==> src/logic/io_expander_pkg.sv <==
// Package of constants for the two-wire sixteen-bit I/O expander
package io_expander_pkg;
    localparam logic [3:0] ADDR_FIXED = 4'h4; // Arbitrary fixed address bits
    localparam logic [2:0] REG_PIN_LEVEL_LOW = 3'h0;
    localparam logic [2:0] REG_PIN_LEVEL_HIGH = 3'h1;
    localparam logic [2:0] REG_DRIVE_VALUE_LOW = 3'h2;
    localparam logic [2:0] REG_DRIVE_VALUE_HIGH = 3'h3;
    localparam logic [2:0] REG_INVERT_LOW = 3'h4;
    localparam logic [2:0] REG_INVERT_HIGH = 3'h5;
    localparam logic [2:0] REG_DIRECTION_LOW = 3'h6;
    localparam logic [2:0] REG_DIRECTION_HIGH = 3'h7;
    localparam logic [7:0] DRIVE_VALUE_RESET = 8'hff;
    localparam logic [7:0] INVERT_RESET = 8'h00;
    localparam logic [7:0] DIRECTION_RESET = 8'hff;
    localparam logic [2:0] POINTER_RESET = 3'h0;
    localparam int BITS_PER_BYTE = 8;
    localparam logic [3:0] LAST_BIT = 4'h7;
    typedef enum logic [2:0] {
        ST_IDLE, ST_ADDR, ST_ADDR_ACK, ST_WRITE, ST_WRITE_ACK,
        ST_READ, ST_READ_ACK
    } bus_state_t;
endpackage

==> src/logic/io_expander.sv <==
// Top of the two-wire sixteen-bit I/O expander with change interrupt
`timescale 1ns/1ps
module io_expander
    import io_expander_pkg::*;
(
    input wire logic clock_i,
    input wire logic rst_i,
    input wire logic scl_i,
    input wire logic sda_i,
    output logic sda_o,
    output logic sda_oe_o,
    input wire logic addr_sel_bit_zero_i,
    input wire logic addr_sel_bit_one_i,
    input wire logic addr_sel_bit_two_i,
    input wire logic [7:0] low_port_pin_i,
    input wire logic [7:0] high_port_pin_i,
    output logic [7:0] low_port_pin_o,
    output logic [7:0] low_port_pin_oe_o,
    output logic [7:0] high_port_pin_o,
    output logic [7:0] high_port_pin_oe_o,
    output logic int_n_o,
    output logic int_n_oe_o
);
    // Synchronised copies of every pin from outside the clock domain
    logic scl_s;
    logic sda_s;
    logic [2:0] addr_sel_s;
    logic [15:0] pins_s;

    sync_two_stage #(.WIDTH(2), .INIT(2'b11)) bus_sync (
        .clock_i(clock_i),
        .rst_i(rst_i),
        .async_i({scl_i, sda_i}),
        .sync_o({scl_s, sda_s})
    );

    sync_two_stage #(.WIDTH(19), .INIT(19'h00000)) pin_sync (
        .clock_i(clock_i),
        .rst_i(rst_i),
        .async_i({addr_sel_bit_two_i, addr_sel_bit_one_i,
                  addr_sel_bit_zero_i, high_port_pin_i, low_port_pin_i}),
        .sync_o({addr_sel_s, pins_s})
    );

    // Registers
    logic [7:0] drive_value_low_byte;
    logic [7:0] drive_value_high_byte;
    logic [7:0] invert_low_byte;
    logic [7:0] invert_high_byte;
    logic [7:0] direction_low_byte;
    logic [7:0] direction_high_byte;
    logic [2:0] pointer;

    // Bus engine state
    bus_state_t state;
    bus_state_t next_state;
    logic scl_d;
    logic sda_d;
    logic [3:0] bit_cnt;
    logic [7:0] shift;
    logic rw_read;
    logic cmd_phase;
    logic sda_drive_low;
    logic low_seen; // Clock has gone low since the eighth bit's rising edge

    // Edge and condition detection on the second-stage copies only
    wire scl_rise = scl_s && !scl_d;
    wire scl_fall = !scl_s && scl_d;
    wire start_cond = scl_s && scl_d && sda_d && !sda_s;
    wire stop_cond = scl_s && scl_d && !sda_d && sda_s;
    wire byte_done = scl_rise && (bit_cnt == LAST_BIT);
    // The ninth clock ends on the second fall after a byte, not the first
    wire ack_fall = scl_fall && low_seen;
    wire [7:0] next_shift = {shift[6:0], sda_s};
    wire addr_match = (next_shift[7:1] == {ADDR_FIXED, addr_sel_s});

    // Read value of the pointed register
    wire [7:0] pin_low = pins_s[7:0];
    wire [7:0] pin_high = pins_s[15:8];
    logic [7:0] read_value;
    always_comb begin
        unique case (pointer)
            REG_PIN_LEVEL_LOW: read_value = pin_low ^ invert_low_byte;
            REG_PIN_LEVEL_HIGH: read_value = pin_high ^ invert_high_byte;
            REG_DRIVE_VALUE_LOW: read_value = drive_value_low_byte;
            REG_DRIVE_VALUE_HIGH: read_value = drive_value_high_byte;
            REG_INVERT_LOW: read_value = invert_low_byte;
            REG_INVERT_HIGH: read_value = invert_high_byte;
            REG_DIRECTION_LOW: read_value = direction_low_byte;
            REG_DIRECTION_HIGH: read_value = direction_high_byte;
        endcase
    end

    // Byte events
    wire write_data_done = (state == ST_WRITE) && byte_done && !cmd_phase;
    wire read_byte_load = (state == ST_ADDR_ACK || state == ST_READ_ACK)
                          && ack_fall && rw_read;
    // Pointer toggles inside its pair after every data byte
    wire [2:0] pointer_pair = {pointer[2:1], ~pointer[0]};
    wire read_port_low = read_byte_load && (pointer == REG_PIN_LEVEL_LOW);
    wire read_port_high = read_byte_load && (pointer == REG_PIN_LEVEL_HIGH);

    // Next bus state, sequenced on clock edges of the link
    always_comb begin
        next_state = state;
        if (start_cond) begin
            next_state = ST_ADDR;
        end else if (stop_cond) begin
            next_state = ST_IDLE;
        end else begin
            unique case (state)
                ST_IDLE: next_state = ST_IDLE;
                ST_ADDR: begin
                    if (byte_done) begin
                        next_state = addr_match ? ST_ADDR_ACK : ST_IDLE;
                    end
                end
                ST_ADDR_ACK: begin
                    if (ack_fall) begin
                        next_state = rw_read ? ST_READ : ST_WRITE;
                    end
                end
                ST_WRITE: begin
                    if (byte_done) begin
                        next_state = ST_WRITE_ACK;
                    end
                end
                ST_WRITE_ACK: begin
                    if (ack_fall) begin
                        next_state = ST_WRITE;
                    end
                end
                ST_READ: begin
                    if (byte_done) begin
                        next_state = ST_READ_ACK;
                    end
                end
                ST_READ_ACK: begin
                    if (scl_rise && sda_s) begin
                        next_state = ST_IDLE;
                    end else if (ack_fall) begin
                        next_state = ST_READ;
                    end
                end
            endcase
        end
    end

    // Bus state and bit counting
    always_ff @(posedge clock_i or posedge rst_i) begin
        if (rst_i) begin
            state <= ST_IDLE;
            scl_d <= 1'b1;
            sda_d <= 1'b1;
            bit_cnt <= 4'h0;
            shift <= 8'h00;
            low_seen <= 1'b0;
        end else begin
            state <= next_state;
            scl_d <= scl_s;
            sda_d <= sda_s;
            if (byte_done) begin
                low_seen <= 1'b0;
            end else if (scl_fall) begin
                low_seen <= 1'b1;
            end
            if (start_cond || (ack_fall && state inside {ST_ADDR_ACK,
                    ST_WRITE_ACK, ST_READ_ACK})) begin
                bit_cnt <= 4'h0;
            end else if (scl_rise) begin
                bit_cnt <= bit_cnt + 4'h1;
            end
            if (read_byte_load) begin
                shift <= read_value;
            end else if (scl_rise && state != ST_READ) begin
                shift <= next_shift;
            end else if (scl_fall && state == ST_READ) begin
                shift <= {shift[6:0], 1'b1};
            end
        end
    end

    // Direction and command phase flags
    always_ff @(posedge clock_i or posedge rst_i) begin
        if (rst_i) begin
            rw_read <= 1'b0;
            cmd_phase <= 1'b0;
        end else begin
            if (state == ST_ADDR && byte_done) begin
                rw_read <= sda_s;
                cmd_phase <= !sda_s;
            end else if (state == ST_WRITE && byte_done) begin
                cmd_phase <= 1'b0;
            end
        end
    end

    // Register writes and pointer movement
    always_ff @(posedge clock_i or posedge rst_i) begin
        if (rst_i) begin
            drive_value_low_byte <= DRIVE_VALUE_RESET;
            drive_value_high_byte <= DRIVE_VALUE_RESET;
            invert_low_byte <= INVERT_RESET;
            invert_high_byte <= INVERT_RESET;
            direction_low_byte <= DIRECTION_RESET;
            direction_high_byte <= DIRECTION_RESET;
            pointer <= POINTER_RESET;
        end else if (state == ST_WRITE && byte_done && cmd_phase) begin
            pointer <= next_shift[2:0];
        end else if (write_data_done) begin
            unique case (pointer)
                REG_DRIVE_VALUE_LOW: drive_value_low_byte <= next_shift;
                REG_DRIVE_VALUE_HIGH: drive_value_high_byte <= next_shift;
                REG_INVERT_LOW: invert_low_byte <= next_shift;
                REG_INVERT_HIGH: invert_high_byte <= next_shift;
                REG_DIRECTION_LOW: direction_low_byte <= next_shift;
                REG_DIRECTION_HIGH: direction_high_byte <= next_shift;
                default: ;
            endcase
            pointer <= pointer_pair;
        end else if ((state == ST_READ_ACK) && scl_rise) begin
            pointer <= pointer_pair;
        end
    end

    // Data line drive: ack low as receiver, shifted bits as transmitter
    always_comb begin
        sda_drive_low = 1'b0;
        unique case (state)
            // Pull only once the eighth clock is low, never while it is high
            ST_ADDR_ACK: sda_drive_low = low_seen || !scl_s;
            ST_WRITE_ACK: sda_drive_low = low_seen || !scl_s;
            ST_READ: sda_drive_low = !shift[7];
            // Last bit stays until its clock falls, else a false STOP
            ST_READ_ACK: sda_drive_low = !low_seen && scl_s
                                         && !shift[7];
            default: sda_drive_low = 1'b0;
        endcase
    end

    // Per-port interrupt pending flags, cleared by their own read or once no input pin differs from its snapshot
    logic pending_low;
    logic pending_high;

    port_change_detect low_detect (
        .clock_i(clock_i),
        .rst_i(rst_i),
        .level_i(pin_low),
        .direction_i(direction_low_byte),
        .read_i(read_port_low),
        .pending_o(pending_low)
    );

    port_change_detect high_detect (
        .clock_i(clock_i),
        .rst_i(rst_i),
        .level_i(pin_high),
        .direction_i(direction_high_byte),
        .read_i(read_port_high),
        .pending_o(pending_high)
    );

    // Outputs from flip-flops; data line is released low-only (open drain)
    always_ff @(posedge clock_i or posedge rst_i) begin
        if (rst_i) begin
            sda_o <= 1'b0;
            sda_oe_o <= 1'b0;
            int_n_o <= 1'b0;
            int_n_oe_o <= 1'b0;
            low_port_pin_o <= DRIVE_VALUE_RESET;
            high_port_pin_o <= DRIVE_VALUE_RESET;
            low_port_pin_oe_o <= 8'h00;
            high_port_pin_oe_o <= 8'h00;
        end else begin
            sda_o <= 1'b0;
            sda_oe_o <= sda_drive_low;
            int_n_o <= 1'b0;
            int_n_oe_o <= pending_low || pending_high;
            low_port_pin_o <= drive_value_low_byte;
            high_port_pin_o <= drive_value_high_byte;
            low_port_pin_oe_o <= ~direction_low_byte;
            high_port_pin_oe_o <= ~direction_high_byte;
        end
    end
endmodule

==> src/logic/port_change_detect.sv <==
// Per-port change detection for one 8-bit port
`timescale 1ns/1ps
module port_change_detect
    import io_expander_pkg::*;
(
    input wire logic clock_i,
    input wire logic rst_i,
    input wire logic [7:0] level_i,
    input wire logic [7:0] direction_i,
    input wire logic read_i,
    output logic pending_o
);
    logic [7:0] snapshot;
    logic [7:0] next_snapshot;
    logic [1:0] warm;
    // Snapshot keeps following the pins until the synchroniser holds real
    // levels, so reset never leaves a false change behind
    wire primed = &warm;
    wire [7:0] diff = (level_i ^ snapshot) & direction_i;

    // Snapshot taken when the port is read; returning level clears the flag
    // because the comparison is combinational against the snapshot
    assign next_snapshot = (read_i || !primed) ? level_i : snapshot;

    always_ff @(posedge clock_i or posedge rst_i) begin
        if (rst_i) begin
            snapshot <= 8'h00;
            warm <= 2'h0;
            pending_o <= 1'b0;
        end else begin
            snapshot <= next_snapshot;
            warm <= warm + {1'b0, !primed};
            // Mismatch after a read clears; a direction flip raises it
            pending_o <= primed && !read_i && (diff != 8'h00);
        end
    end
endmodule

==> src/logic/sync_two_stage.sv <==
// Two flip-flop synchroniser for a bundle of pin levels
`timescale 1ns/1ps
module sync_two_stage #(
    parameter int WIDTH = 1,
    parameter logic [WIDTH-1:0] INIT = '0
) (
    input wire logic clock_i,
    input wire logic rst_i,
    input wire logic [WIDTH-1:0] async_i,
    output logic [WIDTH-1:0] sync_o
);
    logic [WIDTH-1:0] meta;

    // First stage is read only by the second
    always_ff @(posedge clock_i or posedge rst_i) begin
        if (rst_i) begin
            meta <= INIT;
            sync_o <= INIT;
        end else begin
            meta <= async_i;
            sync_o <= meta;
        end
    end
endmodule

==> config.mk <==
export PLATFORM = sky130hd
export DESIGN_NAME = io_expander
export DESIGN_NICKNAME = d
export VERILOG_FILES = /design/src/logic/io_expander_pkg.sv /design/src/logic/io_expander.sv /design/src/logic/port_change_detect.sv /design/src/logic/sync_two_stage.sv
export SDC_FILE = /design/constraint.sdc
export NUM_CORES = 1
export LEC_CHECK = 0
export BUFFER_PORTS_ARGS = -buffer_cell sky130_fd_sc_hd__buf_4
export CORE_ASPECT_RATIO = 1.5
export CORE_MARGIN = 1.5
export CORE_UTILIZATION = 65
export CTS_BUF_LIST = sky130_fd_sc_hd__clkbuf_8
export DETAILED_ROUTE_END_ITERATION = 8
export PLACE_DENSITY = 0.85
export SLEW_MARGIN = 25
export SYNTH_ARGS = -nofsm -noshare
export SYNTH_HDL_FRONTEND = slang
export SYNTH_SLANG_ARGS = --single-unit
export TNS_END_PERCENT = 5
==> constraint.sdc <==
create_clock -name clock_i -period 8.8 [get_ports clock_i]
set_input_delay 1.76 -clock clock_i [delete_from_list [all_inputs] [get_ports clock_i]]
set_output_delay 1.76 -clock clock_i [all_outputs]
set_load 0.01 [all_outputs]
==> impl_metrics.csv <==
group,metric,value,unit
run_status,outcome,"finished, final reports clean",
die,core.rowCount,45,
timing,fin_crit,2850,ps
timing,finalHoldViolCount,0,
final_layout,syn_to_final_growth,13.1,%
logic_synthesis,synth-xor-area-share,4.82,%
clock_tree,cts_tree,"done",
detailed_routing,route.vias.total,4349,
logic_synthesis,yosys_warnings,0,
detailed_routing,drtIter0Drc,278,
die,die_w,87.2,um
logic_synthesis,syn-cell-area,0.00691,mm2
timing,maxSlewViolCount,0,
logic_synthesis,synth_compound_area_share,8.53,%
grt,grt_antenna_before_repair,0,
logic_synthesis,synth_fa_ha_area_share,0.181,%
timing,slew_headroom,33.0,%
grt,grt.total_usage,26.6,%
clock_tree,clk_path_buf_depth,2,
detailed_routing,avgViaCountPerCell,5.90,
place,io_buffer_count,56,
die,die_y,129,um
timing,finClkSkew,8.76,ps
critical_path,cpLargestDelayFamily,"flip-flops",
detailed_routing,drc_errors,0,
logic_synthesis,syn-instance-count,529,
pwr,peakVddDrop,160,uV
timing,rsz0062_at_grt,"false",
final_layout,reg_top3,"pin_sync.meta x19, pin_sync.sync_o x19",
logic_synthesis,synth-simple-area-share,9.70,%
critical_path,path_class,"flop to output port",
logic_synthesis,synth.distinct_cells,55,
clock_tree,cts_buffers,17,
grt,grt-ovfl-total,0,
detailed_routing,wl,13700,um
die,dieArea,0.0113,mm2
timing,tightest_slew,1000,ps
critical_path,cp_slowest_cell,"dfstp_2",
clock_tree,clk_pin_slew,90,ps
timing,timing.final.crit_share,32.4,%
final_layout,antenna_cells,0,
logic_synthesis,synth_mux_area_share,11.8,%
critical_path,worstPathArrival,1090,ps
place,hpwl,9510,um
critical_path,path_cells,"buf_4",
pwr,power_density,190,mW/mm2
grt,grt_max_degree,115,
critical_path,critPathMaxFanout,1,
flow_run,maxCapViolCount,0,
final_layout,final_nets,607,
die,coreArea,0.0102,mm2
logic_synthesis,ys_seq_area_share,62.2,%
logic_synthesis,synth_seq_cells,169,
final_layout,drive_gt1_share,38.1,%
clock_tree,cts.htree.levels,4,
critical_path,cp_num_buf_inv,1,
detailed_routing,detail_route.first_pass.iterations,6,
clock_tree,clock-sinks,169,
clock_tree,clock_insertion_delay_worst_skew,450,ps
clock_tree,post_cts.repair.setup_buffers,0,
logic_synthesis,syn_avg_cell_area,13.1,um2
clock_tree,cts_root_buffer,"clkbuf_8",
hold_path,hold_path.class,"flop to flop",
logic_synthesis,synthArstFlopShare,100,%
critical_path,cp_slowest_stage_delay,530,ps
final_layout,fin_cells,737,
logic_synthesis,synth_edf_count,0,
detailed_routing,wl_per_cell,18.6,um
detailed_routing,ant_nets,0,
place,dp.cells,705,
timing,timing.fmax,0.351,GHz
critical_path,worst_setup_path_end_kind,"output port",
timing,finalSetupTns,0,ps
logic_synthesis,synth-main-ff-cell,"dfrtp_1",
clock_tree,hold_buffers,0,
grt,grt_pass1_vias,4402,
timing,setup_viol,0,
clock_tree,cts_resized,0,
logic_synthesis,synth_top_family_by_area,"multiplexers",
die,initial_core_util,67.4,%
critical_path,start_kind,"flop",
die,io_pins,59,
pwr,leakage,3.37,nW
place,place.gp.congestion,0.830,
grt,grt_pass1_wl,22500,um
critical_path,cp.required,7040,ps
## layout by cell type, fill, tap and decap left out, types with 12 or more instances in the layout
master,netlist,layout
dfrtp_1,115,115
mux2_2,68,68
buf_4,2,60
dfstp_2,54,54
nand2_1,43,43
xnor2_1,26,26
inv_1,22,24
clkbuf_8,0,17
nor2b_1,13,13
a21oi_1,13,13
xor2_1,12,12
## metal layers
| layer | vias up | part of all wire, % | GRT usage (%) |
|---|---|---|---|
| met5 | - | 0 | 0 |
| met4 | 0 | 2.7 | 11.8 |
| met3 | 33 | 4.3 | 5.67 |
| met2 | 153 | 54 | 45.7 |
| met1 | 2224 | 39 | 32.2 |
| li1 | 1939 | - | - |
## final timing paths
check                                  start  cells past startpoint  slack [ps]                  endpoint
setup / recovery           low_port_pin_o[6]                      1        5950         low_port_pin_o[6]
hold / removal              pin_sync.meta[1]                      0         350        pin_sync.sync_o[1]
setup reg to reg                  bit_cnt[0]                      6        6280  drive_value_high_byte[1]
hold reg to reg             pin_sync.meta[1]                      0         350        pin_sync.sync_o[1]
max in group asynchronous              rst_i                      3        6160       invert_high_byte[1]
min in group asynchronous              rst_i                      2        1420        pin_sync.sync_o[5]
## cell families (layout without fill, tap and decap cells)
kind of cell,after synthesis,count (layout)
and+or+nand+nor,115,115
AOI/OAI and AO/OA,84,84
adders and majority gates,1,1
other,1,2
buffers and inverters,48,114
xor gates and xnor gates,38,38
DFF,169,169
muxes,73,73
## metrics by stage
step	worst slack [ps]	power (mW)	utilization [%]	hold WS (ps)	cell area [um2]
4_1_cts	5930	1.49	76.2	348	7810
2_1_floorplan	2550	0.940	-	331	6910
3_3_place_gp	5540	0.970	72.6	332	7440
5_1_grt	5900	1.54	76.3	355	7820
6_report	5950	1.48	76.3	346	7820
3_5_place_dp	5460	0.981	72.6	336	7440
## synth_stat cells (all sizes together), types with 4 or more instances
cell type	count	area [um2]
buf	5	26.3
xnor2	26	228
nor2	11	41.3
clkbuf	21	80.1
nand2	43	161
a211oi	6	45.0
mux2i	5	50.1
inv	22	82.6
nor3	6	35.0
xor2	12	105
o22ai	11	68.8
nand3	8	65.1
dfstp	54	1420
a22o	6	52.6
a21oi	14	73.8
nand2b	11	68.8
a22oi	4	30.0
dfrtp	115	2880
mux2	68	766
a31oi	10	68.8
o21ai	11	55.1
nor2b	13	81.3
a32o	5	50.1
## where the power goes
group | switching, mW | leakage [nW] | internal (mW)
combinational | 0.0502 | 1.25 | 0.0489
clock | 0.268 | 0.208 | 0.248
sequential | 0.0549 | 1.91 | 0.814
## final cells by class
class	count	area (um2)
flip-flops and latches	169	4300
clock inverters	15	135
inverters	22	90.1
repair buffers	60	450
fillers	654	2430
clock buffers	17	234
multi-input cells	313	2430
well taps	141	176
No activity file was read; power rests on OpenSTA's default activity.
